==> src/rtl/pcpl_params.svh <==
`ifndef PCPL_PARAMS_SVH
`define PCPL_PARAMS_SVH

// ----------------------------------------------------------------------------
// Register byte offsets on the AXI4-Lite slave
// ----------------------------------------------------------------------------
`define PCPL_REG_LOW        8'h00
`define PCPL_REG_LATCH      8'h04
`define PCPL_REG_PC         8'h08
`define PCPL_REG_CTRL       8'h0C

// ----------------------------------------------------------------------------
// Field positions and reset values
// ----------------------------------------------------------------------------
`define PCPL_CTRL_RUN_BIT   0
`define PCPL_CTRL_RESET     1'b1
`define PCPL_PC_RESET       16'h0000
`define PCPL_LATCH_RESET    8'h00
`define PCPL_IRQ_VECTOR     16'h0020
`define PCPL_PC_SP_LSB      16

// ----------------------------------------------------------------------------
// Timing: clock cycles per instruction cycle (four phases), and return stack depth
// ----------------------------------------------------------------------------
`define PCPL_PHASES         4
`define PCPL_STACK_DEPTH    16

// ----------------------------------------------------------------------------
// AXI response codes
// ----------------------------------------------------------------------------
`define PCPL_RESP_OKAY      2'b00
`define PCPL_RESP_SLVERR    2'b10

`endif

==> src/rtl/pcpl_pkg.sv <==
package pcpl_pkg;

	// Operations handed over by the instruction decoder
	typedef enum logic [3:0] {
		PCPL_OP_SEQ      = 4'h0,
		PCPL_OP_SKIP     = 4'h1,
		PCPL_OP_JUMP     = 4'h2,
		PCPL_OP_CALL     = 4'h3,
		PCPL_OP_LONG_CALL = 4'h4,
		PCPL_OP_RETURN   = 4'h5,
		PCPL_OP_RET_LIT  = 4'h6,
		PCPL_OP_RET_IRQ  = 4'h7,
		PCPL_OP_IRQ      = 4'h8,
		PCPL_OP_READ_LOW = 4'h9,
		PCPL_OP_WRITE_LOW = 4'hA,
		PCPL_OP_RMW_LOW  = 4'hB
	} pcpl_op_t;

	// One decoder command per instruction cycle
	typedef struct packed {
		pcpl_op_t    op;
		logic [15:0] opcode;
		logic [7:0]  bus_data;
	} pcpl_cmd_t;

	// Register slave sequencing, one-hot
	typedef enum logic [2:0] {
		PCPL_AX_IDLE  = 3'b001,
		PCPL_AX_WRESP = 3'b010,
		PCPL_AX_RRESP = 3'b100
	} pcpl_ax_state_t;

	// Decoded register select
	typedef enum logic [2:0] {
		PCPL_SEL_LOW   = 3'd0,
		PCPL_SEL_LATCH = 3'd1,
		PCPL_SEL_PC    = 3'd2,
		PCPL_SEL_CTRL  = 3'd3,
		PCPL_SEL_NONE  = 3'd4
	} pcpl_sel_t;

endpackage

==> src/rtl/pcpl_program_counter.sv <==
`timescale 1ns/100ps
`include "pcpl_params.svh"

module pcpl_program_counter
	import pcpl_pkg::*;
#(
	parameter int          ADDR_W      = 8,
	parameter int          STACK_DEPTH = `PCPL_STACK_DEPTH,
	parameter logic [15:0] IRQ_VECTOR  = `PCPL_IRQ_VECTOR
) (
	input  wire logic              clock_i,
	input  wire logic              rst_i,
	// AXI4-Lite slave
	input  wire logic [ADDR_W-1:0] s_axi_awaddr,
	input  wire logic              s_axi_awvalid,
	output logic                   s_axi_awready,
	input  wire logic [31:0]       s_axi_wdata,
	input  wire logic [3:0]        s_axi_wstrb,
	input  wire logic              s_axi_wvalid,
	output logic                   s_axi_wready,
	output logic [1:0]             s_axi_bresp,
	output logic                   s_axi_bvalid,
	input  wire logic              s_axi_bready,
	input  wire logic [ADDR_W-1:0] s_axi_araddr,
	input  wire logic              s_axi_arvalid,
	output logic                   s_axi_arready,
	output logic [31:0]            s_axi_rdata,
	output logic [1:0]             s_axi_rresp,
	output logic                   s_axi_rvalid,
	input  wire logic              s_axi_rready,
	// Instruction decoder side
	input  wire logic              cmd_valid_i,
	input  wire pcpl_cmd_t         cmd_i,
	output logic                   cmd_ready_o,
	output logic [15:0]            pc_o,
	output logic [7:0]             high_byte_holding_latch_o,
	output logic [7:0]             low_read_data_o,
	output logic                   first_cycle_phase_o
);

	localparam int SPW = $clog2(STACK_DEPTH);

	// ------------------------------------------------------------------------
	// Address decode, shared by read and write paths
	// ------------------------------------------------------------------------
	function automatic pcpl_sel_t decode_sel(input logic [ADDR_W-1:0] addr);
		pcpl_sel_t sel;
		case (addr)
			ADDR_W'(`PCPL_REG_LOW): sel = PCPL_SEL_LOW;
			ADDR_W'(`PCPL_REG_LATCH): sel = PCPL_SEL_LATCH;
			ADDR_W'(`PCPL_REG_PC): sel = PCPL_SEL_PC;
			ADDR_W'(`PCPL_REG_CTRL): sel = PCPL_SEL_CTRL;
			default: sel = PCPL_SEL_NONE;
		endcase
		return sel;
	endfunction

	// ------------------------------------------------------------------------
	// State
	// ------------------------------------------------------------------------
	logic [15:0]       pc;
	logic [7:0]        latch;
	logic [7:0]        low_rd;
	logic [SPW-1:0]    sp;
	logic              run;
	logic [1:0]        phase;
	logic [15:0]       next_pc;
	logic [7:0]        next_latch;
	logic [7:0]        next_low_rd;
	logic [SPW-1:0]    next_sp;
	logic              next_run;
	logic [1:0]        next_phase;

	pcpl_ax_state_t    ax_state;
	pcpl_ax_state_t    next_ax_state;
	logic              aw_held;
	logic              w_held;
	logic [ADDR_W-1:0] aw_addr;
	logic [31:0]       w_data;
	logic [3:0]        w_strb;
	logic [1:0]        bresp;
	logic [31:0]       rdata;
	logic [1:0]        rresp;
	logic              next_aw_held;
	logic              next_w_held;
	logic [ADDR_W-1:0] next_aw_addr;
	logic [31:0]       next_w_data;
	logic [3:0]        next_w_strb;
	logic [1:0]        next_bresp;
	logic [31:0]       next_rdata;
	logic [1:0]        next_rresp;

	logic              fetch_ph;
	logic              take_cmd;
	logic              do_write;
	logic              do_read;
	logic              push;
	logic [15:0]       tos;
	pcpl_sel_t         wsel;
	pcpl_sel_t         rsel;

	// ------------------------------------------------------------------------
	// Return stack
	// ------------------------------------------------------------------------
	// Ring of fixed depth: overflow silently overwrites the oldest entry
	pcpl_stack #(
		.DEPTH (STACK_DEPTH),
		.WIDTH (16)
	) u_stack (
		.clock_i   (clock_i),
		.wr_en_i   (push),
		.wr_addr_i (sp),
		.wr_data_i (pc),
		.rd_addr_i (SPW'(sp - SPW'(1))),
		.rd_data_o (tos)
	);

	// ------------------------------------------------------------------------
	// Phase strobes and access arbitration
	// ------------------------------------------------------------------------
	// Decoder owns the first phase; register accesses wait for other phases
	assign fetch_ph      = run && (phase == 2'd0);
	assign cmd_ready_o   = fetch_ph;
	assign take_cmd      = fetch_ph && cmd_valid_i;
	assign wsel          = decode_sel(aw_addr);
	assign rsel          = decode_sel(s_axi_araddr);
	assign do_write      = (ax_state == PCPL_AX_IDLE) && aw_held && w_held && !fetch_ph;
	assign do_read       = (ax_state == PCPL_AX_IDLE) && !(aw_held && w_held)
		&& s_axi_arvalid && !fetch_ph;
	assign push          = take_cmd && (cmd_i.op == PCPL_OP_CALL
		|| cmd_i.op == PCPL_OP_LONG_CALL || cmd_i.op == PCPL_OP_IRQ);

	// ------------------------------------------------------------------------
	// Counter, latch and stack pointer next values
	// ------------------------------------------------------------------------
	always_comb begin
		next_pc     = pc;
		next_latch  = latch;
		next_low_rd = low_rd;
		next_sp     = sp;
		next_run    = run;
		next_phase  = run ? 2'(phase + 2'd1) : 2'd0;
		if (take_cmd) begin
			case (cmd_i.op)
				PCPL_OP_SEQ: begin
					next_pc = 16'(pc + 16'd1);
				end
				PCPL_OP_SKIP: begin
					next_pc = 16'(pc + 16'd1);
				end
				PCPL_OP_JUMP, PCPL_OP_CALL: begin
					next_pc    = {pc[15:13], cmd_i.opcode[12:0]};
					next_latch = {pc[15:13], cmd_i.opcode[12:8]};
					if (cmd_i.op == PCPL_OP_CALL) begin
						next_sp = SPW'(sp + SPW'(1));
					end
				end
				PCPL_OP_LONG_CALL: begin
					next_pc = {latch, cmd_i.opcode[7:0]};
					next_sp = SPW'(sp + SPW'(1));
				end
				PCPL_OP_RETURN: begin
					next_latch = pc[15:8];
					next_pc    = tos;
					next_sp    = SPW'(sp - SPW'(1));
				end
				PCPL_OP_RET_LIT, PCPL_OP_RET_IRQ: begin
					next_pc = tos;
					next_sp = SPW'(sp - SPW'(1));
				end
				PCPL_OP_IRQ: begin
					next_pc = IRQ_VECTOR;
					next_sp = SPW'(sp + SPW'(1));
				end
				PCPL_OP_READ_LOW: begin
					next_low_rd = pc[7:0];
					next_latch  = pc[15:8];
					next_pc     = 16'(pc + 16'd1);
				end
				PCPL_OP_WRITE_LOW: begin
					next_pc = {latch, cmd_i.bus_data};
				end
				PCPL_OP_RMW_LOW: begin
					next_low_rd = pc[7:0];
					next_pc     = {latch, cmd_i.bus_data};
				end
				default: begin
					next_pc = 16'(pc + 16'd1);
				end
			endcase
		end
		// Software path: same low byte and latch semantics as the data bus
		if (do_write && w_strb[0]) begin
			case (wsel)
				PCPL_SEL_LOW: next_pc = {latch, w_data[7:0]};
				PCPL_SEL_LATCH: next_latch = w_data[7:0];
				PCPL_SEL_CTRL: next_run = w_data[`PCPL_CTRL_RUN_BIT];
				default: next_run = run;
			endcase
		end
		if (do_read && rsel == PCPL_SEL_LOW) begin
			next_latch = pc[15:8];
		end
	end

	always_ff @(posedge clock_i) begin
		if (rst_i) begin
			pc     <= `PCPL_PC_RESET;
			latch  <= `PCPL_LATCH_RESET;
			low_rd <= 8'h00;
			sp     <= '0;
			run    <= `PCPL_CTRL_RESET;
			phase  <= 2'd0;
		end else begin
			pc     <= next_pc;
			latch  <= next_latch;
			low_rd <= next_low_rd;
			sp     <= next_sp;
			run    <= next_run;
			phase  <= next_phase;
		end
	end

	// ------------------------------------------------------------------------
	// AXI4-Lite slave next values
	// ------------------------------------------------------------------------
	// One access at a time; a held write wins over a read offered in the same cycle
	always_comb begin
		next_ax_state = ax_state;
		next_aw_held  = aw_held;
		next_w_held   = w_held;
		next_aw_addr  = aw_addr;
		next_w_data   = w_data;
		next_w_strb   = w_strb;
		next_bresp    = bresp;
		next_rdata    = rdata;
		next_rresp    = rresp;
		if (s_axi_awvalid && s_axi_awready) begin
			next_aw_held = 1'b1;
			next_aw_addr = s_axi_awaddr;
		end
		if (s_axi_wvalid && s_axi_wready) begin
			next_w_held = 1'b1;
			next_w_data = s_axi_wdata;
			next_w_strb = s_axi_wstrb;
		end
		case (ax_state)
			PCPL_AX_IDLE: begin
				if (do_write) begin
					next_aw_held  = 1'b0;
					next_w_held   = 1'b0;
					next_bresp    = (wsel == PCPL_SEL_NONE) ? `PCPL_RESP_SLVERR
						: `PCPL_RESP_OKAY;
					next_ax_state = PCPL_AX_WRESP;
				end else if (do_read) begin
					next_rresp    = `PCPL_RESP_OKAY;
					case (rsel)
						PCPL_SEL_LOW: next_rdata = {24'h000000, pc[7:0]};
						PCPL_SEL_LATCH: next_rdata = {24'h000000, latch};
						PCPL_SEL_PC: next_rdata = {{(16 - SPW){1'b0}}, sp, pc};
						PCPL_SEL_CTRL: next_rdata = {31'h00000000, run};
						default: begin
							next_rdata = 32'h00000000;
							next_rresp = `PCPL_RESP_SLVERR;
						end
					endcase
					next_ax_state = PCPL_AX_RRESP;
				end
			end
			PCPL_AX_WRESP: begin
				if (s_axi_bready) begin
					next_ax_state = PCPL_AX_IDLE;
				end
			end
			PCPL_AX_RRESP: begin
				if (s_axi_rready) begin
					next_ax_state = PCPL_AX_IDLE;
				end
			end
			default: begin
				next_ax_state = PCPL_AX_IDLE;
			end
		endcase
	end

	always_ff @(posedge clock_i) begin
		if (rst_i) begin
			ax_state <= PCPL_AX_IDLE;
			aw_held  <= 1'b0;
			w_held   <= 1'b0;
			aw_addr  <= '0;
			w_data   <= 32'h00000000;
			w_strb   <= 4'h0;
			bresp    <= `PCPL_RESP_OKAY;
			rdata    <= 32'h00000000;
			rresp    <= `PCPL_RESP_OKAY;
		end else begin
			ax_state <= next_ax_state;
			aw_held  <= next_aw_held;
			w_held   <= next_w_held;
			aw_addr  <= next_aw_addr;
			w_data   <= next_w_data;
			w_strb   <= next_w_strb;
			bresp    <= next_bresp;
			rdata    <= next_rdata;
			rresp    <= next_rresp;
		end
	end

	// ------------------------------------------------------------------------
	// Outputs
	// ------------------------------------------------------------------------
	assign s_axi_awready             = !aw_held && (ax_state == PCPL_AX_IDLE);
	assign s_axi_wready              = !w_held && (ax_state == PCPL_AX_IDLE);
	assign s_axi_arready             = do_read;
	assign s_axi_bvalid              = (ax_state == PCPL_AX_WRESP);
	assign s_axi_bresp               = bresp;
	assign s_axi_rvalid              = (ax_state == PCPL_AX_RRESP);
	assign s_axi_rdata               = rdata;
	assign s_axi_rresp               = rresp;
	assign pc_o                      = pc;
	assign high_byte_holding_latch_o = latch;
	assign low_read_data_o           = low_rd;
	assign first_cycle_phase_o       = fetch_ph;

endmodule

==> src/rtl/pcpl_stack.sv <==
`timescale 1ns/100ps

// ----------------------------------------------------------------------------
// Return address memory, registered read port
// ----------------------------------------------------------------------------
module pcpl_stack #(
	parameter int DEPTH = 16,
	parameter int WIDTH = 16,
	parameter int AW    = $clog2(DEPTH)
) (
	input  wire logic             clock_i,
	input  wire logic             wr_en_i,
	input  wire logic [AW-1:0]    wr_addr_i,
	input  wire logic [WIDTH-1:0] wr_data_i,
	input  wire logic [AW-1:0]    rd_addr_i,
	output logic      [WIDTH-1:0] rd_data_o
);

	logic [WIDTH-1:0] mem [DEPTH];

	// Write and registered read; a read of the word being written sees old data
	always_ff @(posedge clock_i) begin
		if (wr_en_i) begin
			mem[wr_addr_i] <= wr_data_i;
		end
		rd_data_o <= mem[rd_addr_i];
	end

endmodule

==> config.mk <==
export PLATFORM = sky130hd
export DESIGN_NAME = pcpl_program_counter
export DESIGN_NICKNAME = d
export VERILOG_FILES = /design/src/rtl/pcpl_pkg.sv /design/src/rtl/pcpl_program_counter.sv /design/src/rtl/pcpl_stack.sv
export VERILOG_INCLUDE_DIRS = /design/src /design/src/rtl
export SDC_FILE = /design/constraint.sdc
export NUM_CORES = 1
export LEC_CHECK = 0
export ABC_AREA = 1
export BUFFER_PORTS_ARGS = -buffer_cell sky130_fd_sc_hd__clkbuf_2
export CORE_MARGIN = 2
export CORE_UTILIZATION = 50
export CTS_CLUSTER_SIZE = 40
export DETAILED_ROUTE_END_ITERATION = 16
export GPL_ROUTABILITY_DRIVEN = 0
export PLACE_DENSITY = 0.69
export RECOVER_POWER = 100
export SLEW_MARGIN = 10
export SYNTH_ARGS = -nofsm -noshare
export SYNTH_HDL_FRONTEND = slang
export SYNTH_HIERARCHICAL = 1
export SYNTH_SLANG_ARGS = --single-unit
==> constraint.sdc <==
create_clock -name clock_i -period 7.9 [get_ports clock_i]
set_input_delay 2.37 -clock clock_i [delete_from_list [all_inputs] [get_ports clock_i]]
set_output_delay 2.37 -clock clock_i [all_outputs]
set_load 0.01 [all_outputs]
==> impl_results.md <==
* Synthesized area at about 16000 um2
* Power density over the cells at between 200 and 250 nW/um2
* TritonRoute pass-1 iters at 7
* Post-Syn Instances at between 1500 and 2000
* Cell with the most instances after synthesis: nand2_1
* Worst skew pair latency at approximately 530 ps
* Post-synthesis xor/xnor area fraction at 0.00655
* Critical path class: reg2reg
* Area leader, netlist: edfxtp_1
* Vias in the first global route at about 12000
* Post-detail-place hpwl at around 25000 um
* Slowest stage delay, CP at between 2000 and 3000 ps
* Clock buffer count from CTS at 37
* P_sw at between 1 and 1.5 mW
* Setup Buffers After CTS at 0
* Int Power at roughly 3.1 mW
* WP data required at between 8000 and 9000 ps
* P_leak at ~7.4 nW
* Register area share after synthesis at 0.603
* Cell variety after synth at 36
* Setup tns final at 0 ps
* Max-slew violations at between 200 and 250
* Initial antenna violation count at 0
* Post-synthesis compound-gate area fraction at 0.0608
* RSZ-0062 raised after global routing: false
* IR Drop Worst-Case VDD at about 0.16 mV
* I/O pins at 163
* Post-synth top cells: 506 x nand2_1, 256 x edfxtp_1, 253 x inv_1
* Die X-Extent at about 180 um
* Synth-to-Final Area Change at 11.4%
* Dominant combinational cell family by area after synthesis: simple AND/OR/NAND/NOR gates
* Final Hold Vio Count at 0
* # diodes at 0
* Tcrit/Tclk final at 0.768
* Via density at roughly 5.4
* Core Region at ~32000 um2
* Simple-gate share of the synthesized area at 0.232
* Tot Pwr at ~4.2 mW
* Final wirelength at 42400 um
* Net Sw Frac at 0.254
* DRC Markers at 0
* Synth Flop Type: edfxtp_1
* Post-synth EDFFs at 256
* Worst Hold Class: reg2reg
* Total number of vias at between 10000 and 15000
* Post-synth ARST share at 0
* Die area at approximately 34000 um2
* Fillcell total at between 2000 and 3000
* Reg power frac at 0.496
* Routed Antenna Nets at 0
* Root Driver: clkbuf_16
* Cts hold-fix bufs at 0
* TritonCTS clock tree: done
* # clock sinks at roughly 360
* Worst slack at placement at around 2400 ps
* Post-Synth Adder-Cell Area at 0.00312
* Max Cap Violations at 5
* Proportion of layout cells with a drive suffix above 1 at 0.0731
* Max Buffers Root-to-Sink at 3
* PortBufs at approximately 120
* Final net count at about 2000
* Failing checks: max-capacitance violations, max-slew violations
* GRT overflow at 0
* FMAX at 165 MHz
* Share of the synthesized area in the top cell type at 0.479
* CP arrival at roughly 6500 ps
* Total track usage at 0.252
* Worst hold slack at 423 ps
* Post-layout min period at roughly 6100 ps
* Final Util at 0.566
* Drt wl/cell at approximately 18 um
* Slew headroom at -1.32
* Initial drt markers at between 1000 and 1500
* Run status: finished, violations left
* Largest net degree at the start of global routing at 99
* Yosys warnings at 6
* Post_cts resized at 0
* #FFs+latches synth at between 300 and 400
* Final setup fails at 0
* Rows at between 60 and 70
* CTS H-tree depth at 2
* Mapped Avg Cell Area at 9.06 um2
* Top post-synthesis cells by area: edfxtp_1 48%, dfxtp_1 12%, nand2_1 12%
* Crit start category: register
* First-pass GRT wire length at 64900 um
* Maximum fanout along the worst path at between 70 and 80
* CP Capture Type: register
* Worst Tran Pin Value at ~3500 ps
* Starting Density at 0.508
* Clk_skew at roughly 22 ps
* Mux cell area share after synthesis at 0
* Die height at 183 um
* Clk pwr share at 0.393
* PnR worst setup slack at about 1800 ps
* Critical path cell sequence: clkinv_2, clkinvlp_2, clkbuf_1, nand2_1, nand3_1, nand3_1, nand3_1, nand2_1
* Comb power frac at 0.111
* Most frequent CP cell: nand3_1
* CTS clk-pin slew, worst paths at roughly 60 ps
* Crit-path slowest cell: clkbuf_1
## power groups by stage
stage | registers [mW] | logic [mW] | clock network [mW]
after floorplan | 2.12 | 0.295 | 0
after global placement | 2.12 | 0.460 | 0
after detailed placement | 2.12 | 0.467 | 0
after CTS | 2.08 | 0.470 | 1.68
after global routing | 2.09 | 0.508 | 1.74
final | 2.08 | 0.464 | 1.65
## metrics by stage
stage          instance area, um2  cells
5_1_grt                     17900   2317
6_report                    17900   2317
3_5_place_dp                17000   2250
3_3_place_gp                17000   2250
2_1_floorplan               16100   1783
4_1_cts                     18100   2317
## final timing paths
kind                  from                   end  slack (ps)  depth (start not counted)
setup / recovery     sp[0]  u_stack/rd_data_o[7]        1830                          8
hold / removal    phase[0]              phase[0]         420                          1
setup reg to reg     sp[0]  u_stack/rd_data_o[7]        1830                          8
hold reg to reg   phase[0]              phase[0]         420                          1
## cell usage in the layout (no fill, tap or decap), types with 2 or more instances in the layout
cell type  synthesis  routed
edfxtp_1         256     256
nor3_1             3       6
nand3b_1           2       2
dfxtp_1           99      99
conb_1             1      14
ha_1               4       4
or2_1              3       2
nor2_1            78      80
clkbuf_1          25     106
clkbuf_2           0      58
nor2_4             2       2
inv_2              7       5
nor4_1             2       2
clkbuf_8           0       4
a22oi_1            2       2
nand4_1           14      15
o21ai_0           59      70
xor2_1            10       9
nand3_1          246     247
nand2_1          506     507
inv_1            253     253
clkbuf_16          0      38
nor3_2             4       3
a22oi_2           10      10
clkinv_2           0       7
a21oi_1           93      93
xnor2_1            2       2
clkinv_1           0       2
buf_4             33       7
## layout make-up
| type | instances | area (um2) | area share |
|---|---|---|---|
| clock buffers | 56 | 1060 | 0.0593 |
| clock inverters | 11 | 91.3 | 0.00511 |
| inverters | 260 | 978 | 0.0548 |
| multi-input cells | 1076 | 4870 | 0.273 |
| flip-flops and latches | 355 | 9670 | 0.541 |
| well taps | 402 | 503 | 0.0282 |
| repair buffers | 157 | 688 | 0.0385 |
## worst max-delay path: cells and delay by family (launching register included)
family / cells / cell delay (ps)
buffers and inverters: 3 / 4500
flip-flops: 1 / 540
AND/OR/NAND/NOR: 5 / 810
## state kept, by name, summed over array words and instances, names as in the netlist, 2 cells and up
register                   cells
u_stack/rd_data_o             16
aw_addr                        8
ax_state                       3
pc_o                          16
sp                             4
low_read_data_o                8
w_data                         8
high_byte_holding_latch_o      8
u_stack/mem                  256
s_axi_rdata                   20
phase                          2
## cells by family after synthesis
group | Yosys count
and+or+nand+nor | 868
DFF | 355
buffers and inverters | 352
AOI/OAI and AO/OA | 178
xor gates and xnor gates | 12
adders and majority gates | 4
other | 1
## per-layer routing
layer	vias up	GRT usage	share of wire
met2	580	0.414	0.47
met4	0	0.104	0.040
met1	5781	0.336	0.42
met5	-	0	0
met3	103	0.0377	0.074
li1	5982	-	-
Power figures use the tool's default switching activity.
